$ cat config.mk
export PLATFORM = sky130hd
export DESIGN_NAME = phy_vendor_status_irq_regs
export DESIGN_NICKNAME = d
export VERILOG_FILES = /design/src/design/phy_vsr_pkg.sv /design/src/design/src_flag_if.sv /design/src/design/line_energy_monitor.sv /design/src/design/event_flag_latch.sv /design/src/design/phy_vendor_status_irq_regs.sv
export VERILOG_INCLUDE_DIRS = /design/src /design/src/design
export SDC_FILE = /design/constraint.sdc
export NUM_CORES = 1
export LEC_CHECK = 0
export BUFFER_PORTS_ARGS = -buffer_cell sky130_fd_sc_hd__buf_2
export CORE_MARGIN = 10
export CORE_UTILIZATION = 30
export CTS_CLUSTER_DIAMETER = 40
export DETAILED_ROUTE_END_ITERATION = 6
export PLACE_DENSITY = 0.6
export SLEW_MARGIN = 20
export SYNTH_ARGS = -nofsm -noshare
export SYNTH_HDL_FRONTEND = slang
export SYNTH_SLANG_ARGS = --single-unit
$ cat constraint.sdc
create_clock -name CLK -period 1.75 [get_ports CLK]
set_input_delay 0.175 -clock CLK [delete_from_list [all_inputs] [get_ports CLK]]
set_output_delay 0.175 -clock CLK [all_outputs]
set_load 0.05 [all_outputs]
$ cat src/design/phy_vsr_params.svh
// Register indices, field positions, reset values and timing counts of the vendor register bank
`ifndef PHY_VSR_PARAMS_SVH
`define PHY_VSR_PARAMS_SVH

// ==========================================================
// Register indices
`define IDX_SPECIAL_CTL 5'h1b
`define IDX_SRC_FLAGS 5'h1d
`define IDX_INT_MASK 5'h1e
`define IDX_PHY_SPECIAL 5'h1f

// ==========================================================
// Field positions
`define BIT_XOVER_OFF 15
`define BIT_MANUAL_SEL 13
`define BIT_HB_OFF 11
`define BIT_POL_REV 4
`define SRC_MSB 7
`define SRC_LSB 1
`define BIT_SRC_ENERGY 7
`define BIT_SRC_REMOTE 5
`define BIT_SRC_LINK_DOWN 4
`define BIT_SRC_PAGE 1
`define BIT_NEG_DONE 12
`define BIT_ENC_EN 6
`define SPD_MSB 4
`define SPD_LSB 2

// ==========================================================
// Reset values
`define RST_XOVER_OFF 1'b0
`define RST_MANUAL_SEL 1'b0
`define RST_HB_OFF 1'b0
`define RST_MASK 7'h00
`define RST_FLAGS 7'h00
`define RST_ENC_EN 1'b1
`define RST_LINE_ENERGY 1'b1
`define RST_WORD 16'h0000

// ==========================================================
// Timing: energy silence interval and its cycle count at the core clock
`define ENERGY_TIMEOUT_MS 256
`define CLK_FREQ_KHZ 10000
`define ENERGY_TIMEOUT_CYCLES (`ENERGY_TIMEOUT_MS * `CLK_FREQ_KHZ)

`endif

$ cat src/design/phy_vsr_pkg.sv
// Shared types of the vendor register bank
package phy_vsr_pkg;
  // ==========================================================
  // Types
  typedef logic [15:0] reg_word_t;
  typedef logic [4:0] reg_index_t;
  typedef logic [7:1] src_vec_t;
  typedef logic [2:0] speed_code_t;
endpackage

$ cat src/design/src_flag_if.sv
// Interface between the register bank and its event flag latch
`timescale 1ns/1ps
interface src_flag_if;
  phy_vsr_pkg::src_vec_t events;
  logic rd_clr;
  phy_vsr_pkg::src_vec_t mask;
  phy_vsr_pkg::src_vec_t flags;
  logic irq;
  modport latch (input events, input rd_clr, input mask, output flags, output irq);
  modport owner (output events, output rd_clr, output mask, input flags, input irq);
endinterface

$ cat src/design/line_energy_monitor.sv
// Line energy status with silence timeout and rise event
`timescale 1ns/1ps
`include "phy_vsr_params.svh"
module line_energy_monitor #(
  parameter int unsigned TIMEOUT_CYCLES = `ENERGY_TIMEOUT_CYCLES
) (
  // Clock, reset, enable
  input wire logic clk,
  input wire logic reset,
  input wire logic ce,
  // Raw energy detect and resulting status
  input wire logic energy_in,
  output logic present,
  output logic rise_evt
);
  localparam int unsigned CW = $clog2(TIMEOUT_CYCLES + 1);
  localparam logic [CW-1:0] LAST = CW'(TIMEOUT_CYCLES - 1);

  logic [CW-1:0] quiet_q, quiet_d;
  logic present_q, present_d;

  // ==========================================================
  // Silence counter and status next values
  always_comb
  begin
    quiet_d = quiet_q;
    present_d = present_q;
    if (ce)
    begin
      if (energy_in)
      begin
        quiet_d = '0;
        present_d = 1'b1;
      end
      else if (present_q)
      begin
        if (quiet_q == LAST)
        begin
          present_d = 1'b0;
          quiet_d = '0;
        end
        else
        begin
          quiet_d = quiet_q + 1'b1;
        end
      end
    end
  end

  // Register silence state
  always_ff @(posedge clk)
  begin
    if (reset)
    begin
      quiet_q <= '0;
      present_q <= `RST_LINE_ENERGY;
    end
    else
    begin
      quiet_q <= quiet_d;
      present_q <= present_d;
    end
  end

  // Return of energy is the latched event
  assign present = present_q;
  assign rise_evt = ce && energy_in && !present_q;
endmodule

$ cat src/design/event_flag_latch.sv
// Latched interrupt source flags with clear on read and masked interrupt level
`timescale 1ns/1ps
`include "phy_vsr_params.svh"
module event_flag_latch (
  // Clock, reset, enable
  input wire logic clk,
  input wire logic reset,
  input wire logic ce,
  // Flag bus to the register bank
  src_flag_if.latch flg
);
  phy_vsr_pkg::src_vec_t flags_q, flags_d;

  // ==========================================================
  // Flag next values: new events win over a read clear
  always_comb
  begin
    flags_d = flags_q;
    if (ce)
    begin
      flags_d = (flg.rd_clr ? `RST_FLAGS : flags_q) | flg.events;
    end
  end

  // Register flags
  always_ff @(posedge clk)
  begin
    if (reset)
    begin
      flags_q <= `RST_FLAGS;
    end
    else
    begin
      flags_q <= flags_d;
    end
  end

  assign flg.flags = flags_q;
  assign flg.irq = |(flags_q & flg.mask);
endmodule

$ cat src/design/phy_vendor_status_irq_regs.sv
// Vendor control, status and interrupt register bank of a 10/100 transceiver
`timescale 1ns/1ps
`include "phy_vsr_params.svh"

module phy_vendor_status_irq_regs #(
  parameter int unsigned ENERGY_TIMEOUT_CYCLES = `ENERGY_TIMEOUT_CYCLES
) (
  // Clock, reset, enable
  input wire logic CLK,
  input wire logic RESET,
  input wire logic CE,
  // Management register access
  input wire logic [4:0] MGMT_INDEX,
  input wire logic MGMT_WR,
  input wire logic MGMT_RD,
  input wire logic [15:0] MGMT_WDATA,
  output logic [15:0] MGMT_RDATA,
  output logic MGMT_RDATA_VALID,
  // Live status from the line side
  input wire logic AUTO_MDIX_IN,
  input wire logic POLARITY_REVERSED_IN,
  input wire logic NEG_DONE_IN,
  input wire logic [2:0] SPEED_DUPLEX_IN,
  input wire logic ENERGY_DETECT_IN,
  // Event pulses from the line side
  input wire logic NEG_COMPLETE_EV,
  input wire logic REMOTE_FAULT_EV,
  input wire logic LINK_DOWN_EV,
  input wire logic PARTNER_ACK_EV,
  input wire logic PAR_DET_FAULT_EV,
  input wire logic PAGE_RX_EV,
  // Controls to the line side
  output logic CROSSOVER_AUTO_DISABLE,
  output logic PAIR_SWAP,
  output logic HEARTBEAT_TEST_OFF,
  output logic ENC_4B5B_BYPASS,
  output logic LINE_ENERGY_PRESENT,
  // Interrupt level
  output logic IRQ
);
  // ==========================================================
  // Index decode helper
  function automatic logic is_idx(input phy_vsr_pkg::reg_index_t idx, input phy_vsr_pkg::reg_index_t target);
    is_idx = (idx == target);
  endfunction

  logic wr_ctl, wr_mask, wr_phy;
  logic rd_ctl, rd_src, rd_phy;
  logic energy_present, energy_evt;
  phy_vsr_pkg::src_vec_t ev_vec;

  // Qualified access strobes
  assign wr_ctl = CE && MGMT_WR && is_idx(MGMT_INDEX, `IDX_SPECIAL_CTL);
  assign wr_mask = CE && MGMT_WR && is_idx(MGMT_INDEX, `IDX_INT_MASK);
  assign wr_phy = CE && MGMT_WR && is_idx(MGMT_INDEX, `IDX_PHY_SPECIAL);
  assign rd_ctl = CE && MGMT_RD && is_idx(MGMT_INDEX, `IDX_SPECIAL_CTL);
  assign rd_src = CE && MGMT_RD && is_idx(MGMT_INDEX, `IDX_SRC_FLAGS);
  assign rd_phy = CE && MGMT_RD && is_idx(MGMT_INDEX, `IDX_PHY_SPECIAL);

  // ==========================================================
  // Energy monitor and flag latch
  line_energy_monitor #(
    .TIMEOUT_CYCLES(ENERGY_TIMEOUT_CYCLES)
  ) u_energy (
    .clk(CLK),
    .reset(RESET),
    .ce(CE),
    .energy_in(ENERGY_DETECT_IN),
    .present(energy_present),
    .rise_evt(energy_evt)
  );

  src_flag_if flg_bus ();

  event_flag_latch u_latch (
    .clk(CLK),
    .reset(RESET),
    .ce(CE),
    .flg(flg_bus.latch)
  );

  assign ev_vec = {energy_evt, NEG_COMPLETE_EV, REMOTE_FAULT_EV, LINK_DOWN_EV,
                   PARTNER_ACK_EV, PAR_DET_FAULT_EV, PAGE_RX_EV};
  assign flg_bus.events = ev_vec;
  assign flg_bus.rd_clr = rd_src;

  // ==========================================================
  // Writable configuration
  logic xover_off_q, xover_off_d;
  logic manual_sel_q, manual_sel_d;
  logic hb_off_q, hb_off_d;
  phy_vsr_pkg::src_vec_t mask_q, mask_d;
  logic enc_en_q, enc_en_d;

  // Configuration next values
  always_comb
  begin
    xover_off_d = xover_off_q;
    manual_sel_d = manual_sel_q;
    hb_off_d = hb_off_q;
    mask_d = mask_q;
    enc_en_d = enc_en_q;
    if (wr_ctl)
    begin
      xover_off_d = MGMT_WDATA[`BIT_XOVER_OFF];
      manual_sel_d = MGMT_WDATA[`BIT_MANUAL_SEL];
      hb_off_d = MGMT_WDATA[`BIT_HB_OFF];
    end
    if (wr_mask)
    begin
      mask_d = MGMT_WDATA[`SRC_MSB:`SRC_LSB];
    end
    if (wr_phy)
    begin
      enc_en_d = MGMT_WDATA[`BIT_ENC_EN];
    end
  end

  // Register configuration
  always_ff @(posedge CLK)
  begin
    if (RESET)
    begin
      xover_off_q <= `RST_XOVER_OFF;
      manual_sel_q <= `RST_MANUAL_SEL;
      hb_off_q <= `RST_HB_OFF;
      mask_q <= `RST_MASK;
      enc_en_q <= `RST_ENC_EN;
    end
    else
    begin
      xover_off_q <= xover_off_d;
      manual_sel_q <= manual_sel_d;
      hb_off_q <= hb_off_d;
      mask_q <= mask_d;
      enc_en_q <= enc_en_d;
    end
  end

  assign flg_bus.mask = mask_q;

  // ==========================================================
  // Effective pair assignment
  logic pair_swap_q, pair_swap_d;

  // Auto resolution unless overridden
  always_comb
  begin
    pair_swap_d = pair_swap_q;
    if (CE)
    begin
      pair_swap_d = xover_off_q ? manual_sel_q : AUTO_MDIX_IN;
    end
  end

  // Register pair assignment
  always_ff @(posedge CLK)
  begin
    if (RESET)
    begin
      pair_swap_q <= 1'b0;
    end
    else
    begin
      pair_swap_q <= pair_swap_d;
    end
  end

  // ==========================================================
  // Read port
  phy_vsr_pkg::reg_word_t rdata_q, rdata_d;
  phy_vsr_pkg::reg_word_t rd_word;
  logic rvalid_q, rvalid_d;

  // Read word assembly, reserved and unmapped bits as zero
  always_comb
  begin
    rd_word = `RST_WORD;
    if (is_idx(MGMT_INDEX, `IDX_SPECIAL_CTL))
    begin
      rd_word[`BIT_XOVER_OFF] = xover_off_q;
      rd_word[`BIT_MANUAL_SEL] = manual_sel_q;
      rd_word[`BIT_HB_OFF] = hb_off_q;
      rd_word[`BIT_POL_REV] = POLARITY_REVERSED_IN;
    end
    else if (is_idx(MGMT_INDEX, `IDX_SRC_FLAGS))
    begin
      rd_word[`SRC_MSB:`SRC_LSB] = flg_bus.flags;
    end
    else if (is_idx(MGMT_INDEX, `IDX_INT_MASK))
    begin
      rd_word[`SRC_MSB:`SRC_LSB] = mask_q;
    end
    else if (is_idx(MGMT_INDEX, `IDX_PHY_SPECIAL))
    begin
      rd_word[`BIT_NEG_DONE] = NEG_DONE_IN;
      rd_word[`BIT_ENC_EN] = enc_en_q;
      rd_word[`SPD_MSB:`SPD_LSB] = SPEED_DUPLEX_IN;
    end
  end

  // Read data next values
  always_comb
  begin
    rdata_d = rdata_q;
    rvalid_d = rvalid_q;
    if (CE)
    begin
      rvalid_d = MGMT_RD;
      if (MGMT_RD)
      begin
        rdata_d = rd_word;
      end
    end
  end

  // Register read data
  always_ff @(posedge CLK)
  begin
    if (RESET)
    begin
      rdata_q <= `RST_WORD;
      rvalid_q <= 1'b0;
    end
    else
    begin
      rdata_q <= rdata_d;
      rvalid_q <= rvalid_d;
    end
  end

  // ==========================================================
  // Outputs
  assign MGMT_RDATA = rdata_q;
  assign MGMT_RDATA_VALID = rvalid_q;
  assign CROSSOVER_AUTO_DISABLE = xover_off_q;
  assign PAIR_SWAP = pair_swap_q;
  assign HEARTBEAT_TEST_OFF = hb_off_q;
  assign ENC_4B5B_BYPASS = !enc_en_q;
  assign LINE_ENERGY_PRESENT = energy_present;
  assign IRQ = flg_bus.irq;
endmodule

==> metrics.md <==
| Metric | Value |
|---|---|
| Vias in the first global route | `2292` |
| Total gr overflow | `0` |
| Maximum VDD drop | `0.351 mV` |
| Worst Path Arrival | `2.06 ns` |
| Final Hold Vio Count | `0` |
| I/O pin count | `62` |
| Top_reg_cell synth | `dfxtp_1` |
| CP required | `approximately 2.0 ns` |
| Final Util | `0.391` |
| Root buffer cell | `clkbuf_8` |
| Die area | `12400 µm²` |
| Detail Route Antenna Nets | `0` |
| Wire length per cell | `around 15 µm` |
| Max Cap Violations | `0` |
| Static Leak | `1.22 nW` |
| Worst hold path type | `in2reg` |
| H-tree levels | `2` |
| # clock sinks | `54` |
| Post-route minimum period | `around 1.8 ns` |
| Initial core utilization | `0.308` |
| DP Wirelength | `5260 µm` |
| Cell Chain, Critical Path | `nand4_1 > buf_4 > or4_4 > o41a_1 > a31oi_1` |
| Distinct cells, synth | `57` |
| CTS tree | `yes` |
| Hold Path Sink | `flg_bus.mask[6]` |
| GP Congestion | `0.857` |
| Final worst setup slack | `-0.0720 ns` |
| Seq. cell area | `1100 µm²` |
| Dpl cells | `458` |
| Crit path max-delay cell type | `or4_4` |
| Ys async rst share | `0` |
| Startpoint Class | `flip-flop` |
| Critical Path End Type | `flip-flop` |
| Die width | `112 µm` |
| Met2 global-route usage | `0.165` |
| Register area share after synthesis | `0.430` |
| Power Density | `740 nW/µm²` |
| Delay-heaviest family, CP | `simple AND/OR/NAND/NOR gates` |
| Total power | `between 2 and 2.5 mW` |
| GRT met1 Usage | `0.136` |
| GR Layer Usage met3 | `0.0204` |
| Final Setup Violations | `1` |
| R2R Setup Slk | `-0.07 ns` |
| # hold bufs at CTS | `0` |
| FF+latch count, synth | `54` |
| Port Buffers | `50` |
| Filler cells | `856` |
| Core Area | `~8200 µm²` |
| Critical path type | `reg2reg` |
| Net count, final | `402` |
| Non-filler instance count after layout | `468` |
| Vias | `2394` |
| Gate Count Post-Synth | `292` |
| Synthesis Warnings | `0` |
| Reg-to-reg endpoint | `u_energy.quiet_q[21]` |
| Synth area leaders | `dfxtp_1 (43%), nor2_1 (6.1%), mux2i_1 (4.8%)` |
| CP max FO | `4` |
| Post-Synthesis Cell Area | `2510 µm²` |
| Critical R2R Launch | `u_energy.quiet_q[4]` |
| Fin. max-slew vios | `0` |
| RSZ-0062 raised after global routing | `yes` |
| Remaining DRCs | `0` |
| Yosys top cell by area | `dfxtp_1` |
| Initial antenna violation count | `0` |
| Commonest cells post-synth | `dfxtp_1 (54), nor2_1 (41), nand2_1 (25)` |
| Cell count of the worst hold path | `3` |
| Leading cell type by number of instances after synthesis | `dfxtp_1` |
| Critical path buffers and inverters | `1` |
| Worst clock skew | `around 0.011 ns` |
| Clock-pin slew on the worst setup and hold paths | `0.10 ns` |
| Outcome | `finished with violations` |
| First-pass GRT wire length | `around 11000 µm` |
| Rows | `33` |
| Die Y | `112 µm` |
| R2R cell count | `5` |
| Post-DP Area | `3020 µm²` |
| DRT iter0 DRCs | `between 100 and 150` |
| F_max | `between 500 and 600 MHz` |
| Routed wire length | `6900 µm` |
| Share of cells above drive strength 1 | `0.309` |
| GR peak layer | `met2` |
| Slowest Stage Delay on Critical Path | `0.49 ns` |
| TritonRoute pass-1 iters | `4` |
| Total CTS buffers | `5` |
| Layout area overhead | `27.0%` |
| EDFF count, synth | `0` |
| Largest net degree at the start of global routing | `38` |
| Final Cell Area | `3190 µm²` |
| Vias per cell | `5.12` |
| Multi-input gate area | `1370 µm²` |
| Worst Hold Launch | `MGMT_WDATA[7]` |
| Antenna diodes | `0` |
| Maximum root-to-sink buffer count | `2` |
| Final worst-path cycle share | `1.04` |
| Total global-route track usage | `0.103` |
| Clock latency at the later pin of the worst-skew pair | `0.30 ns` |
| Violated checks | `setup timing` |
| Synth top area share | `0.430` |
| Average cell area after synthesis | `8.61 µm²` |
kinds of logic (layout without fill, tap and decap cells):
logic type,after synthesis,after routing,synth area share
and+or+nand+nor,128,128,0.267
AOI/OAI and AO/OA,64,64,0.175
DFF,54,54,0.430
buffers and inverters,23,90,0.0433
muxes,12,12,0.0478
xor gates and xnor gates,9,9,0.0313
adders and majority gates,1,1,0.00497
other,1,5,0.00149
tightest hold or removal path, cell delays in order:
cell and delay [ns]:
buf_2 0.07, mux2i_1 0.05, nor2_1 0.07
routing by layer:
metal  vias to the layer above  routed length (µm)
met5                         -                   0
li1                       1210                   -
met1                      1105                3120
met2                        73                3310
met3                         6                 395
met4                         0                  80
flip-flops by register name, indices dropped and copies added (netlist names):
register / count
manual_sel_q: 1
MGMT_RDATA_VALID: 1
enc_en_q: 1
HEARTBEAT_TEST_OFF: 1
CROSSOVER_AUTO_DISABLE: 1
u_energy.quiet_q: 22
MGMT_RDATA: 11
flg_bus.mask: 7
u_energy.present: 1
PAIR_SWAP: 1
u_latch.flg.flags: 7
stage by stage:
step / setup slack, ns / setup TNS [ns] / hold WS [ns]
6_report: -0.0720 / -0.0720 / 0.103
5_1_grt: -0.0872 / -0.114 / 0.109
4_1_cts: 0.0119 / 0 / 0.102
3_5_place_dp: 0.00146 / 0 / 0.422
3_3_place_gp: 0.0317 / 0 / 0.409
2_1_floorplan: 0.00924 / 0 / 0.304
cell type report:
type	instances	area share
Timing Repair Buffer	78	0.146
Clock inverter	2	0.0118
Inverter	4	0.00470
Sequential cell	54	0.343
Tap cell	105	0.0411
Multi-Input combinational cell	219	0.430
Clock buffer	6	0.0227
what timing repair did:
item	in CTS	in global routing
setup endpoints to repair	1	21
gates cloned	0	1
pin swaps	0	3
gates resized for setup	2	15
buffers inserted	0	1
power breakdown:
part	switching (mW)	internal [mW]	total, mW
combinational	0.170	0.0879	0.258
sequential	0.0204	1.25	1.27
clock	0.403	0.427	0.831
how the worst max path moves through the flow:
| stage | start | endpoint | slack [ns] | depth (start not counted) |
|---|---|---|---|---|
| global route | u_energy.quiet_q[5] | u_energy.quiet_q[21] | -0.09 | 5 |
| detailed placement | u_energy.quiet_q[16] | u_energy.quiet_q[19] | 0.001 | 5 |
| floorplan | u_energy.present | u_energy.quiet_q[7] | 0.009 | 4 |
| global placement | u_energy.quiet_q[14] | u_energy.quiet_q[18] | 0.03 | 5 |
| CTS | u_energy.quiet_q[13] | u_energy.quiet_q[21] | 0.01 | 5 |
| finish | u_energy.quiet_q[4] | u_energy.quiet_q[21] | -0.07 | 5 |
layout by cell type (no fill, tap or decap), types with 9 or more instances in the layout:
cell and instances:
nand2_1 25, buf_2 50, nand4_1 10, mux2i_1 12, nor2_1 40, dfxtp_1 44, dfxtp_2 9, buf_4 26
a21oi_1 17, nand3_1 15
Power figures use the tool's default switching activity.
